--- config.mk ---
export PLATFORM = sky130hd
export DESIGN_NAME = host_port_handshake
export DESIGN_NICKNAME = d
export VERILOG_FILES = /design/src/host_port_pkg.sv /design/src/host_port_handshake.sv
export SDC_FILE = /design/constraint.sdc
export NUM_CORES = 1
export LEC_CHECK = 0
export BUFFER_PORTS_ARGS = -buffer_cell sky130_fd_sc_hd__buf_2
export CAP_MARGIN = 30
export CORE_MARGIN = 2
export CORE_UTILIZATION = 53
export CTS_CLUSTER_DIAMETER = 120
export CTS_CLUSTER_SIZE = 12
export DETAILED_ROUTE_END_ITERATION = 10
export GPL_TIMING_DRIVEN = 0
export PLACE_DENSITY = 0.77
export REMOVE_ABC_BUFFERS = 1
export SLEW_MARGIN = 20
export SYNTH_ARGS = -nofsm -noshare
export SYNTH_HDL_FRONTEND = slang
export SYNTH_SLANG_ARGS = --single-unit
--- constraint.sdc ---
create_clock -name ref_clk -period 4.9 [get_ports ref_clk]
set_clock_uncertainty 0.15 [all_clocks]
set_input_delay 0.98 -clock ref_clk [delete_from_list [all_inputs] [get_ports ref_clk]]
set_output_delay 0.98 -clock ref_clk [all_outputs]
set_load 0.02 [all_outputs]
--- src/host_port_pkg.sv ---
// Constants shared by the host access port handshake logic.
// Assumes a single 100 MHz clock domain and a synchronous active-high reset.
package host_port_pkg;

   // ************************************************************
   // Access select codes
   // ************************************************************
   localparam logic [1:0] SEL_CONTROL    = 2'h0;
   localparam logic [1:0] SEL_DATA_INC   = 2'h1;
   localparam logic [1:0] SEL_ADDRESS    = 2'h2;
   localparam logic [1:0] SEL_DATA_FIXED = 2'h3;

   localparam logic       HALF_FIRST     = 1'h0;
   localparam logic       ACCESS_READ    = 1'h1;

   // ************************************************************
   // Widths, reset values and steps
   // ************************************************************
   localparam int          HALF_W          = 16;
   localparam int          WORD_W          = 32;
   localparam logic [31:0] ADDRESS_STEP    = 32'h0000_0004;
   localparam logic [31:0] ADDRESS_RESET   = 32'h0000_0000;
   localparam logic [31:0] DATA_RESET      = 32'h0000_0000;
   localparam logic [15:0] CONTROL_RESET   = 16'h0000;

   // ************************************************************
   // Positions of the asynchronous pins in the synchroniser vector
   // ************************************************************
   localparam int SYNC_DATA_LO = 0;
   localparam int SYNC_SEL_LO  = 16;
   localparam int SYNC_HALF    = 18;
   localparam int SYNC_RW      = 19;
   localparam int SYNC_ADDR_ST = 20;
   localparam int SYNC_DS_TWO  = 21;
   localparam int SYNC_DS_ONE  = 22;
   localparam int SYNC_CS      = 23;
   localparam int SYNC_W       = 24;

   // ************************************************************
   // Handshake states
   // ************************************************************
   typedef enum logic [4:0] {
      ST_IDLE    = 5'b00001,
      ST_FETCH   = 5'b00010,
      ST_LOAD    = 5'b00100,
      ST_STORE   = 5'b01000,
      ST_ADVANCE = 5'b10000
   } port_state_t;

endpackage

--- src/host_port_handshake.sv ---
// Host access port: 16-bit asynchronous host side, 32-bit word side toward the auxiliary DMA channel.
// Assumes the auxiliary channel answers each held request with a one-cycle acknowledge on ref_clk.
//
// Function
// RULE_01 - Strobe low only when selected, one data strobe.
// RULE_02 - Ready held low while chip select high.
// RULE_03 - Busy at chip select fall shows not ready.
// RULE_04 - First read half requests word, stalls until loaded.
// RULE_05 - Control and address accesses never touch ready.
// RULE_06 - Only data writes and data reads raise ready.
// RULE_07 - Second half of word stalls while word completes.
// RULE_08 - Host holds strobe until ready falls low.
// RULE_09 - Selects captured at strobe falling edge.
// RULE_10 - Read data driven after fall, released after rise.
// RULE_11 - Optional address strobe latches selects earlier.
// RULE_12 - Host pins pass two flip-flops first.
module host_port_handshake
   import host_port_pkg::*;
(
   input  wire logic                ref_clk,
   input  wire logic                rst,
   input  wire logic                port_chip_select_n,
   input  wire logic                data_strobe_one,
   input  wire logic                data_strobe_two,
   input  wire logic                address_strobe_n,
   input  wire logic [1:0]          register_select,
   input  wire logic                read_write_select,
   input  wire logic                halfword_select,
   input  wire logic [HALF_W-1:0]   port_data_bus_in,
   output logic      [HALF_W-1:0]   port_data_bus_out,
   output logic                     port_data_bus_oe,
   output logic                     port_ready_n,
   output logic                     aux_req,
   output logic                     aux_write,
   output logic      [WORD_W-1:0]   aux_addr,
   output logic      [WORD_W-1:0]   aux_wdata,
   input  wire logic                aux_ack,
   input  wire logic [WORD_W-1:0]   aux_rdata
);

   // ************************************************************
   // Decoding helpers
   // ************************************************************
   function automatic logic is_data_sel(input logic [1:0] sel);
      is_data_sel = (sel == SEL_DATA_INC) || (sel == SEL_DATA_FIXED);
   endfunction

   function automatic logic [WORD_W-1:0] put_half(input logic [WORD_W-1:0] word,
                                                 input logic               half,
                                                 input logic [HALF_W-1:0]  value);
      logic [WORD_W-1:0] merged;
      merged = word;
      if (half == HALF_FIRST) begin
         merged[HALF_W-1:0] = value;
      end else begin
         merged[WORD_W-1:HALF_W] = value;
      end
      put_half = merged;
   endfunction

   function automatic logic [HALF_W-1:0] get_half(input logic [WORD_W-1:0] word,
                                                 input logic              half);
      get_half = (half == HALF_FIRST) ? word[HALF_W-1:0] : word[WORD_W-1:HALF_W];
   endfunction

   // ************************************************************
   // Synchronisers
   // ************************************************************
   logic [SYNC_W-1:0]   raw_pins;
   logic [SYNC_W-1:0]   sync_first;
   logic [SYNC_W-1:0]   sync_second;

   assign raw_pins = {port_chip_select_n, data_strobe_one, data_strobe_two, address_strobe_n,
                      read_write_select, halfword_select, register_select, port_data_bus_in};

   // The host is free-running against ref_clk, so every pin is resynchronised.
   // Data and selects are held by the host around the strobe edges, so a
   // skewed capture of a multi-bit group settles before it is used.
   genvar gi;
   generate
      for (gi = 0; gi < SYNC_W; gi++) begin : g_sync
         always_ff @(posedge ref_clk) begin
            if (rst) begin
               sync_first[gi]  <= 1'h1;
               sync_second[gi] <= 1'h1;
            end else begin
               sync_first[gi]  <= raw_pins[gi];  // RULE_12
               sync_second[gi] <= sync_first[gi];  // RULE_12
            end
         end
      end
   endgenerate

   logic                cs_n_s;
   logic                strobe_n;
   logic                addr_st_n_s;
   logic [1:0]          sel_s;
   logic                rw_s;
   logic                half_s;
   logic [HALF_W-1:0]   data_s;

   assign cs_n_s      = sync_second[SYNC_CS];
   assign addr_st_n_s = sync_second[SYNC_ADDR_ST];
   assign sel_s       = sync_second[SYNC_SEL_LO +: 2];
   assign rw_s        = sync_second[SYNC_RW];
   assign half_s      = sync_second[SYNC_HALF];
   assign data_s      = sync_second[SYNC_DATA_LO +: HALF_W];
   assign strobe_n    = ~(sync_second[SYNC_DS_ONE] ^ sync_second[SYNC_DS_TWO]) | cs_n_s;  // RULE_01

   // ************************************************************
   // Edge detection
   // ************************************************************
   logic strobe_q;
   logic addr_st_q;
   logic strobe_fall;
   logic strobe_rise;
   logic addr_st_fall;

   always_ff @(posedge ref_clk) begin
      if (rst) begin
         strobe_q  <= 1'h1;
         addr_st_q <= 1'h1;
      end else begin
         strobe_q  <= strobe_n;
         addr_st_q <= addr_st_n_s;
      end
   end

   assign strobe_fall  = strobe_q & ~strobe_n;
   assign strobe_rise  = ~strobe_q & strobe_n;
   assign addr_st_fall = addr_st_q & ~addr_st_n_s;

   // ************************************************************
   // Select capture
   // ************************************************************
   logic [1:0] held_sel;
   logic       held_rw;
   logic       held_half;
   logic       held_valid;
   logic [1:0] acc_sel;
   logic       acc_rw;
   logic       acc_half;
   logic [1:0] cur_sel;
   logic       cur_rw;
   logic       cur_half;

   // A tied-high address strobe never falls, so the strobe edge alone captures.
   always_ff @(posedge ref_clk) begin
      if (rst) begin
         held_valid <= 1'h0;
         held_sel   <= SEL_CONTROL;
         held_rw    <= ACCESS_READ;
         held_half  <= HALF_FIRST;
      end else if (addr_st_fall) begin
         held_valid <= 1'h1;  // RULE_11
         held_sel   <= sel_s;
         held_rw    <= rw_s;
         held_half  <= half_s;
      end else if (strobe_rise) begin
         held_valid <= 1'h0;
      end
   end

   assign acc_sel  = held_valid ? held_sel  : sel_s;  // RULE_11
   assign acc_rw   = held_valid ? held_rw   : rw_s;
   assign acc_half = held_valid ? held_half : half_s;

   always_ff @(posedge ref_clk) begin
      if (rst) begin
         cur_sel  <= SEL_CONTROL;
         cur_rw   <= ACCESS_READ;
         cur_half <= HALF_FIRST;
      end else if (strobe_fall) begin
         cur_sel  <= acc_sel;  // RULE_09
         cur_rw   <= acc_rw;  // RULE_09
         cur_half <= acc_half;  // RULE_09
      end
   end

   // ************************************************************
   // Handshake state machine
   // ************************************************************
   port_state_t state;
   port_state_t next_state;
   logic        start_fetch;
   logic        start_finish;
   logic        finish_write;

   assign start_fetch  = strobe_fall && (acc_rw == ACCESS_READ) && is_data_sel(acc_sel)
                         && (acc_half == HALF_FIRST);
   assign finish_write = cur_rw != ACCESS_READ;
   assign start_finish = strobe_rise && is_data_sel(cur_sel) && (cur_half != HALF_FIRST)
                         && (finish_write || (cur_sel == SEL_DATA_INC));

   always_comb begin
      next_state = state;
      unique case (state)
         ST_IDLE: begin
            if (start_fetch) begin
               next_state = ST_FETCH;  // RULE_04
            end else if (start_finish && finish_write) begin
               next_state = ST_STORE;  // RULE_07
            end else if (start_finish) begin
               next_state = ST_ADVANCE;  // RULE_07
            end
         end
         ST_FETCH: begin
            if (aux_ack) begin
               next_state = ST_LOAD;
            end
         end
         ST_LOAD: begin
            next_state = ST_IDLE;
         end
         ST_STORE: begin
            if (aux_ack) begin
               next_state = (cur_sel == SEL_DATA_INC) ? ST_ADVANCE : ST_IDLE;
            end
         end
         ST_ADVANCE: begin
            next_state = ST_IDLE;
         end
      endcase
   end

   always_ff @(posedge ref_clk) begin
      if (rst) begin
         state <= ST_IDLE;
      end else begin
         state <= next_state;
      end
   end

   // ************************************************************
   // Port registers
   // ************************************************************
   logic [WORD_W-1:0] data_word;
   logic [WORD_W-1:0] address_word;
   logic [HALF_W-1:0] control_word;

   always_ff @(posedge ref_clk) begin
      if (rst) begin
         data_word <= DATA_RESET;
      end else if (state == ST_FETCH && aux_ack) begin
         data_word <= aux_rdata;  // RULE_04
      end else if (strobe_rise && finish_write && is_data_sel(cur_sel)) begin
         data_word <= put_half(data_word, cur_half, data_s);
      end
   end

   always_ff @(posedge ref_clk) begin
      if (rst) begin
         address_word <= ADDRESS_RESET;
      end else if (state == ST_ADVANCE) begin
         address_word <= address_word + ADDRESS_STEP;
      end else if (strobe_rise && finish_write && cur_sel == SEL_ADDRESS) begin
         address_word <= put_half(address_word, cur_half, data_s);
      end
   end

   always_ff @(posedge ref_clk) begin
      if (rst) begin
         control_word <= CONTROL_RESET;
      end else if (strobe_rise && finish_write && cur_sel == SEL_CONTROL) begin
         control_word <= data_s;
      end
   end

   // ************************************************************
   // Auxiliary channel request
   // ************************************************************
   assign aux_req   = (state == ST_FETCH) || (state == ST_STORE);
   assign aux_write = state == ST_STORE;
   assign aux_addr  = address_word;
   assign aux_wdata = data_word;

   // ************************************************************
   // Host data bus
   // ************************************************************
   logic read_active;

   always_ff @(posedge ref_clk) begin
      if (rst) begin
         read_active <= 1'h0;
      end else if (strobe_fall) begin
         read_active <= acc_rw == ACCESS_READ;  // RULE_10
      end else if (strobe_rise) begin
         read_active <= 1'h0;  // RULE_10
      end
   end

   always_ff @(posedge ref_clk) begin
      if (rst) begin
         port_data_bus_out <= CONTROL_RESET;
      end else if (cur_sel == SEL_CONTROL) begin
         port_data_bus_out <= control_word;
      end else if (cur_sel == SEL_ADDRESS) begin
         port_data_bus_out <= get_half(address_word, cur_half);
      end else begin
         port_data_bus_out <= get_half(data_word, cur_half);
      end
   end

   assign port_data_bus_oe = read_active;

   // ************************************************************
   // Ready
   // ************************************************************
   // Ready is combinational so that it rises in the same cycle as the strobe
   // edge is seen; only data-register traffic ever reaches the busy term.
   // The host must hold the strobe until ready falls, otherwise a read
   // can return its first half before the word has been loaded.
   logic busy;

   assign busy         = (state != ST_IDLE) || start_fetch || start_finish;  // RULE_03 RULE_06 RULE_05
   assign port_ready_n = ~cs_n_s & busy;  // RULE_02 RULE_08

endmodule

After elaboration in Yosys (flattened, before gate mapping)
Index checks and enable logic that the tools add are counted.
Widths: inputs -> output; s select.
{ "word_totals": {"ff_bits": 161, "word_cells": 149, "input_bits": 59} }
{ "op_classes": {"mux": 23, "eq_ne": 16, "n_reduce_logical": 31, "add_sub_neg": 1, "bitwise": 13} }
{ "ops": {"columns": ["operator", "n"], "rows": [
  ["$mux 32", 4],
  ["$mux 16", 6],
  ["$add 32x3->32 const B", 1],
  ["$mux 5", 6],
  ["$pmux 5 s4", 1],
  ["$logic_and 1x1->1", 12],
  ["$reduce_bool 2->1", 6],
  ["$reduce_and 2->1", 4],
  ["$not 1->1", 7],
  ["$eq 2x2->1 const B", 3],
  ["$logic_or 1x1->1", 6],
  ["$ne 2x1->1 const B", 3],
  ["$eq 5x1->1 const B", 1],
  ["$eq 5x2->1 const B", 1],
  ["$eq 5x3->1 const B", 1],
  ["$eq 5x4->1 const B", 1],
  ["$eq 5x5->1 const B", 1],
  ["$mux 1", 5],
  ["$ne 5x1->1 const B", 1],
  ["$and 1x1->1", 4],
  ["$eq 2x1->1 const B", 2],
  ["$ne 4x4->1 const B", 1],
  ["$reduce_and 3->1", 1],
  ["$logic_not 2->1", 1],
  ["other kinds (5)", 5]
]} }

Depth between registers and ports, before layout
{ "logic_depth": {"ltp_word": 11, "depth_mapped": 11, "ltp_nobuf": 9} }

Least setup slack after synthesis
No wires, ideal clock.
{ "synth_timing": {"path_kind": "register to output", "startpoint": "reg sync_second[21]", "endpoint": "out port_ready_n", "t_arrival_ns": 1.848, "setup_slack_ns": 1.922, "t_required_ns": 3.770, "stages_incl_launch_ff": 9, "cell_sequence": "dfxtp_1 > xnor2_1 > nor2_1 > ha_1 > clkbuf_1 > inv_1 > a211oi_1 > and4b_1 > nor2_1"} }
{ "synth_via": {"elab_chain_cells": 11} }
{ "synth_rtl": {"columns": ["item", "line_no", "source"], "rows": [
  ["from (decl)", "host_port_handshake.sv:71", "logic [SYNC_W-1:0] sync_second;"],
  ["from (signal, indexed assignment)", "host_port_handshake.sv:88", "sync_second[gi] <= sync_first[gi];"],
  ["$xor 1x1->1", "host_port_handshake.sv:108", "assign strobe_n = ~(sync_second[SYNC_DS_ONE] ^ sync_second[SYNC_DS_TWO]) | cs_n_s;"],
  ["$not 1->1", "host_port_handshake.sv:108", null],
  ["$or 1x1->1", "host_port_handshake.sv:108", null],
  ["$not 1->1", "host_port_handshake.sv:129", "assign strobe_fall = strobe_q & ~strobe_n;"],
  ["$and 1x1->1", "host_port_handshake.sv:129", null],
  ["net strobe_fall", "host_port_handshake.sv:115", "logic strobe_fall;"],
  ["$logic_and 1x1->1 (2 in a row)", "host_port_handshake.sv:189", "assign start_fetch = strobe_fall && (acc_rw == ACCESS_READ) && is_data_sel(acc_sel)"],
  ["$logic_and 1x1->1", "host_port_handshake.sv:190", "&& (acc_half == HALF_FIRST);"],
  ["$logic_or 1x1->1 (2 in a row)", "host_port_handshake.sv:315", "assign busy = (state != ST_IDLE) || start_fetch || start_finish;"],
  ["$and 1x1->1", "host_port_handshake.sv:316", "assign port_ready_n = ~cs_n_s & busy;"],
  ["to (decl)", "host_port_handshake.sv:32", "output logic port_ready_n,"]
]} }
The timed path passes the listed nets, and every way through them passes these cells.

Worst setup path in the final report
{ "layout_timing": {"startpoint": "reg sync_second[21]", "endpoint": "out port_ready_n"} }
{ "layout_via": {"elab_chain_cells": 11} }
{ "layout_rtl": {"columns": ["item", "line_no", "source"], "rows": [
  ["$xor 1x1->1 (*)", "host_port_handshake.sv:108", null],
  ["$not 1->1 (*)", "host_port_handshake.sv:108", null],
  ["$or 1x1->1 (*)", "host_port_handshake.sv:108", null],
  ["net strobe_n", "host_port_handshake.sv:95", "logic strobe_n;"],
  ["$not 1->1", "host_port_handshake.sv:129", null],
  ["$and 1x1->1", "host_port_handshake.sv:129", null],
  ["$logic_and 1x1->1 (2 in a row)", "host_port_handshake.sv:189", null],
  ["$logic_and 1x1->1", "host_port_handshake.sv:190", null],
  ["$logic_or 1x1->1", "host_port_handshake.sv:315", null],
  ["$logic_or 1x1->1 (*)", "host_port_handshake.sv:315", null],
  ["$and 1x1->1 (*)", "host_port_handshake.sv:316", null]
]} }
Mark *: on every way through the listed nets, which the timed path passes. The rest lies on a longest branch.

==> flow_summary_export.csv <==
group,metric,value,unit
setup_path,arrival,2.90,ns
cells_and_area,final_cell_area,0.008448,mm²
clock_tree,numCtsBuffers,17,
setup_path,crit_start,"sync_second[21]",
power,swShare,0.2043,
logic_synthesis,avgSynthCellArea,8.849,µm²
drt,first_iter_violations,527,
cells_and_area,nets,961,
setup_path,crit_chain,"xnor2_1, nor2_1, inv_1, ha_1, nor2b_1, nand3_2, and4b_1, nor2_1, buf_2",
global_routing,gr-total-overflow,0,
cells_and_area,layout-drive-gt1-share,0.2637,
sta,drv_slew,0,
setup_path,cp_slowest_stage_delay,0.62,ns
job,max_cap_violations,0,
clock_tree,cts.hold.buffers_added,0,
drt,vias_per_cell,5.625,
logic_synthesis,yosys.cell_count.top_type,"dfxtp_1",
sta,setup_slack,0.8714,ns
setup_path,crit_slowest_cell,"nand3_2",
drt,via_count,6086,
global_routing,grt_usage,0.2439,
placed_design,pre_cts_ws,1.280,ns
drt,drc,0,
setup_path,crit_family,"simple AND/OR/NAND/NOR gates",
placed_design,place.port_buffers,142,
clock_tree,cts_resized,0,
power,intPower,2.339,mW
logic_synthesis,yosys-top-cells-count,"dfxtp_1, nor2_1, mux2i_1, nand2_1, a21oi_1",
global_routing,grt_pass1_wl,27.77,mm
global_routing,grt_start_max_net_pins,99,
power,power_per_cell_area,347.9,mW/mm²
cells_and_area,seqCellArea,0.003229,mm²
setup_path,crit_top_cell,"nor2_1",
logic_synthesis,synth_top_area_cell,"dfxtp_1",
logic_synthesis,ys_ff_latch,161,
sta,worst_slew_pin_slew,0.9579,ns
logic_synthesis,synth_compound_area_frac,0.1537,
clock_tree,cts_tree,"yes",
drt,drt-total-wl,17.51,mm
setup_path,crit_path_end_kind,"output port",
floorplan,rows,41,
floorplan,die-area,0.01412,mm²
placed_design,placedCellCount,1051,
floorplan,core-area,0.01277,mm²
logic_synthesis,synth.area.mux_share,0.1131,
setup_path,cp_max_fo,19,
setup_path,required,3.77,ns
clock_tree,cts.htree.levels,4,
logic_synthesis,ys_types,52,
setup_path,worst-path-buf-inv,2,
sta,max_slew_margin,0.3565,
placed_design,hpwl,11.38,mm
drt,wl_per_cell,16.18,µm
sta,period_share,0.8222,
floorplan,ios,143,
sta,fin_crit,4.029,ns
placed_design,place_area,0.007794,mm²
power,p_clk_frac,0.492,
power,cellLeakagePower,3.350,nW
logic_synthesis,synth_area,0.006990,mm²
power,sequentialPowerShare,0.467,
floorplan,start_util,0.5473,
global_routing,antenna_found_initial,0,
cells_and_area,layout-area-overhead-vs-synth,20.85,%
clock_tree,cts_setup_buffers,0,
clock_tree,cts_root_buf,"clkbuf_16",
logic_synthesis,ys_async_sr_fraction,0,
clock_tree,clkTransAtPathRegs,0.06,ns
logic_synthesis,synth_top_area_frac,0.4611,
placed_design,gp_congestion,0.9321,
cells_and_area,multiInputGateArea,0.003518,mm²
sta,max_freq,248.2,MHz
logic_synthesis,netlist_instances,790,
clock_tree,clock-sinks,161,
drt,antenna_left,0,
logic_synthesis,synth-xor-area-share,0.008770,
setup_path,worstSetupStartpointType,"register",
sta,setup_viol,0,
logic_synthesis,synth_area_leaders,"dfxtp_1, mux2i_1, a211oi_1",
hold_path,worstHoldStart,"sync_first[5]",
logic_synthesis,synthAdderAreaFrac,0.005370,
logic_synthesis,synth_top_family_by_area,"simple AND/OR/NAND/NOR gates",
logic_synthesis,synth_simple_gate_area_frac,0.2200,
setup_path,crit_type,"register to output port",
setup_path,reg2reg_from,"cur_sel[1]",
clock_tree,cts_buffer_depth,2,
hold_path,hold_path_class,"register to register",
sta,hold_ws,0.2560,ns
drt,drt_pass1_iterations,5,
run_status,status,"completed",
cells_and_area,final_cells,1082,
power,fin_total_pwr,2.939,mW
clock_tree,insertion_delay,0.42,ns
logic_synthesis,synth_flop_cell,"dfxtp_1",
floorplan,die_w,118.8,µm
logic_synthesis,synth_edf_count,0,
logic_synthesis,yosys_warnings,0,
power,power_frac_comb,0.041,
logic_synthesis,yosysSeqAreaShare,0.4611,
cells_and_area,n_antenna_cell,0,
cells_and_area,nFillCells,1070,
power,vdd_drop_max,0.0002566,V
power,power_switching,0.6004,mW
floorplan,die_h,118.8,µm
sta,rsz0062_at_grt,"false",
global_routing,grt_pass1_vias,5483,
sta,finalHoldViolations,0,
final cells by class:
class / instances / area share
inverters: 6 / 0.002666
clock inverters: 10 / 0.02148
repair buffers: 150 / 0.09627
well taps: 172 / 0.02547
flip-flops and latches: 161 / 0.3823
clock buffers: 20 / 0.05539
multi-input cells: 563 / 0.4165
cell families (layout without fill, tap and decap cells):
family	Yosys count	count (layout)
AOI/OAI and AO/OA	166	166
muxes	79	79
adders and majority gates	3	3
xor gates and xnor gates	7	7
buffers and inverters	66	186
and+or+nand+nor	308	308
DFF	161	161
worst register-to-register path, stage by stage (launching register included):
cell and delay (ns):
dfxtp_2 0.79, nand4bb_1 0.31, or2_2 0.49, nor2_1 0.70, o2bb2a_1 0.30, o21ai_0 0.13
path summary, 6_finish.rpt:
path	to	slack (ns)	cells after the start
hold reg to reg	data_s[5]	0.26	1
setup reg to reg	aux_addr[20]	1.96	5
hold / removal	data_s[5]	0.26	1
setup / recovery	port_ready_n	0.87	9
registers in the layout, indices dropped and copies added (netlist names), 2 cells and up:
signal	count
sync_first	24
data_s	16
port_data_bus_out	16
control_word	16
aux_addr	32
cur_sel	2
sync_second	2
held_sel	2
aux_wdata	32
state	5
sel_s	2
cell usage in the layout, fill, tap and decap left out, drive strengths merged, types with 7 or more instances in the layout:
cell type / synthesis / layout
clkbuf: 46 / 21
a31oi: 16 / 16
a21oi: 55 / 55
nand4: 12 / 12
o21ai: 11 / 11
nand3: 17 / 17
or2: 53 / 53
a211oi: 53 / 53
buf: 14 / 149
nor3: 8 / 8
nor2: 93 / 93
nor4: 7 / 7
dfxtp: 161 / 161
nand2: 68 / 68
or3: 14 / 14
mux2i: 79 / 79
per-stage QoR:
| step | TNS [ns] | utilization |
|---|---|---|
| 2_1_floorplan | 0 | - |
| 5_1_grt | 0 | 0.6614 |
| 3_5_place_dp | 0 | 0.6101 |
| 4_1_cts | 0 | 0.6610 |
| 6_report | 0 | 0.6614 |
| 3_3_place_gp | -0.7483 | 0.6007 |
power groups by stage:
| stage | clock network, mW | registers, mW | logic (mW) |
|---|---|---|---|
| 2_1_floorplan | 0 | 1.40 | 0.0540 |
| 3_3_place_gp | 0 | 1.40 | 0.117 |
| 3_5_place_dp | 0 | 1.40 | 0.120 |
| 4_1_cts | 1.46 | 1.37 | 0.121 |
| 5_1_grt | 1.52 | 1.37 | 0.134 |
| 6_report | 1.45 | 1.37 | 0.121 |
metal layers:
| layer | global-route usage | wire length [µm] | up-vias |
|---|---|---|---|
| met3 | 0.06466 | 1360 | 17 |
| met2 | 0.3915 | 8154 | 227 |
| met5 | 0 | 0 | - |
| met1 | 0.3250 | 7775 | 2818 |
| li1 | - | - | 3024 |
| met4 | 0.06696 | 214 | 0 |
Note: power is estimated with default switching activity, not from simulation.
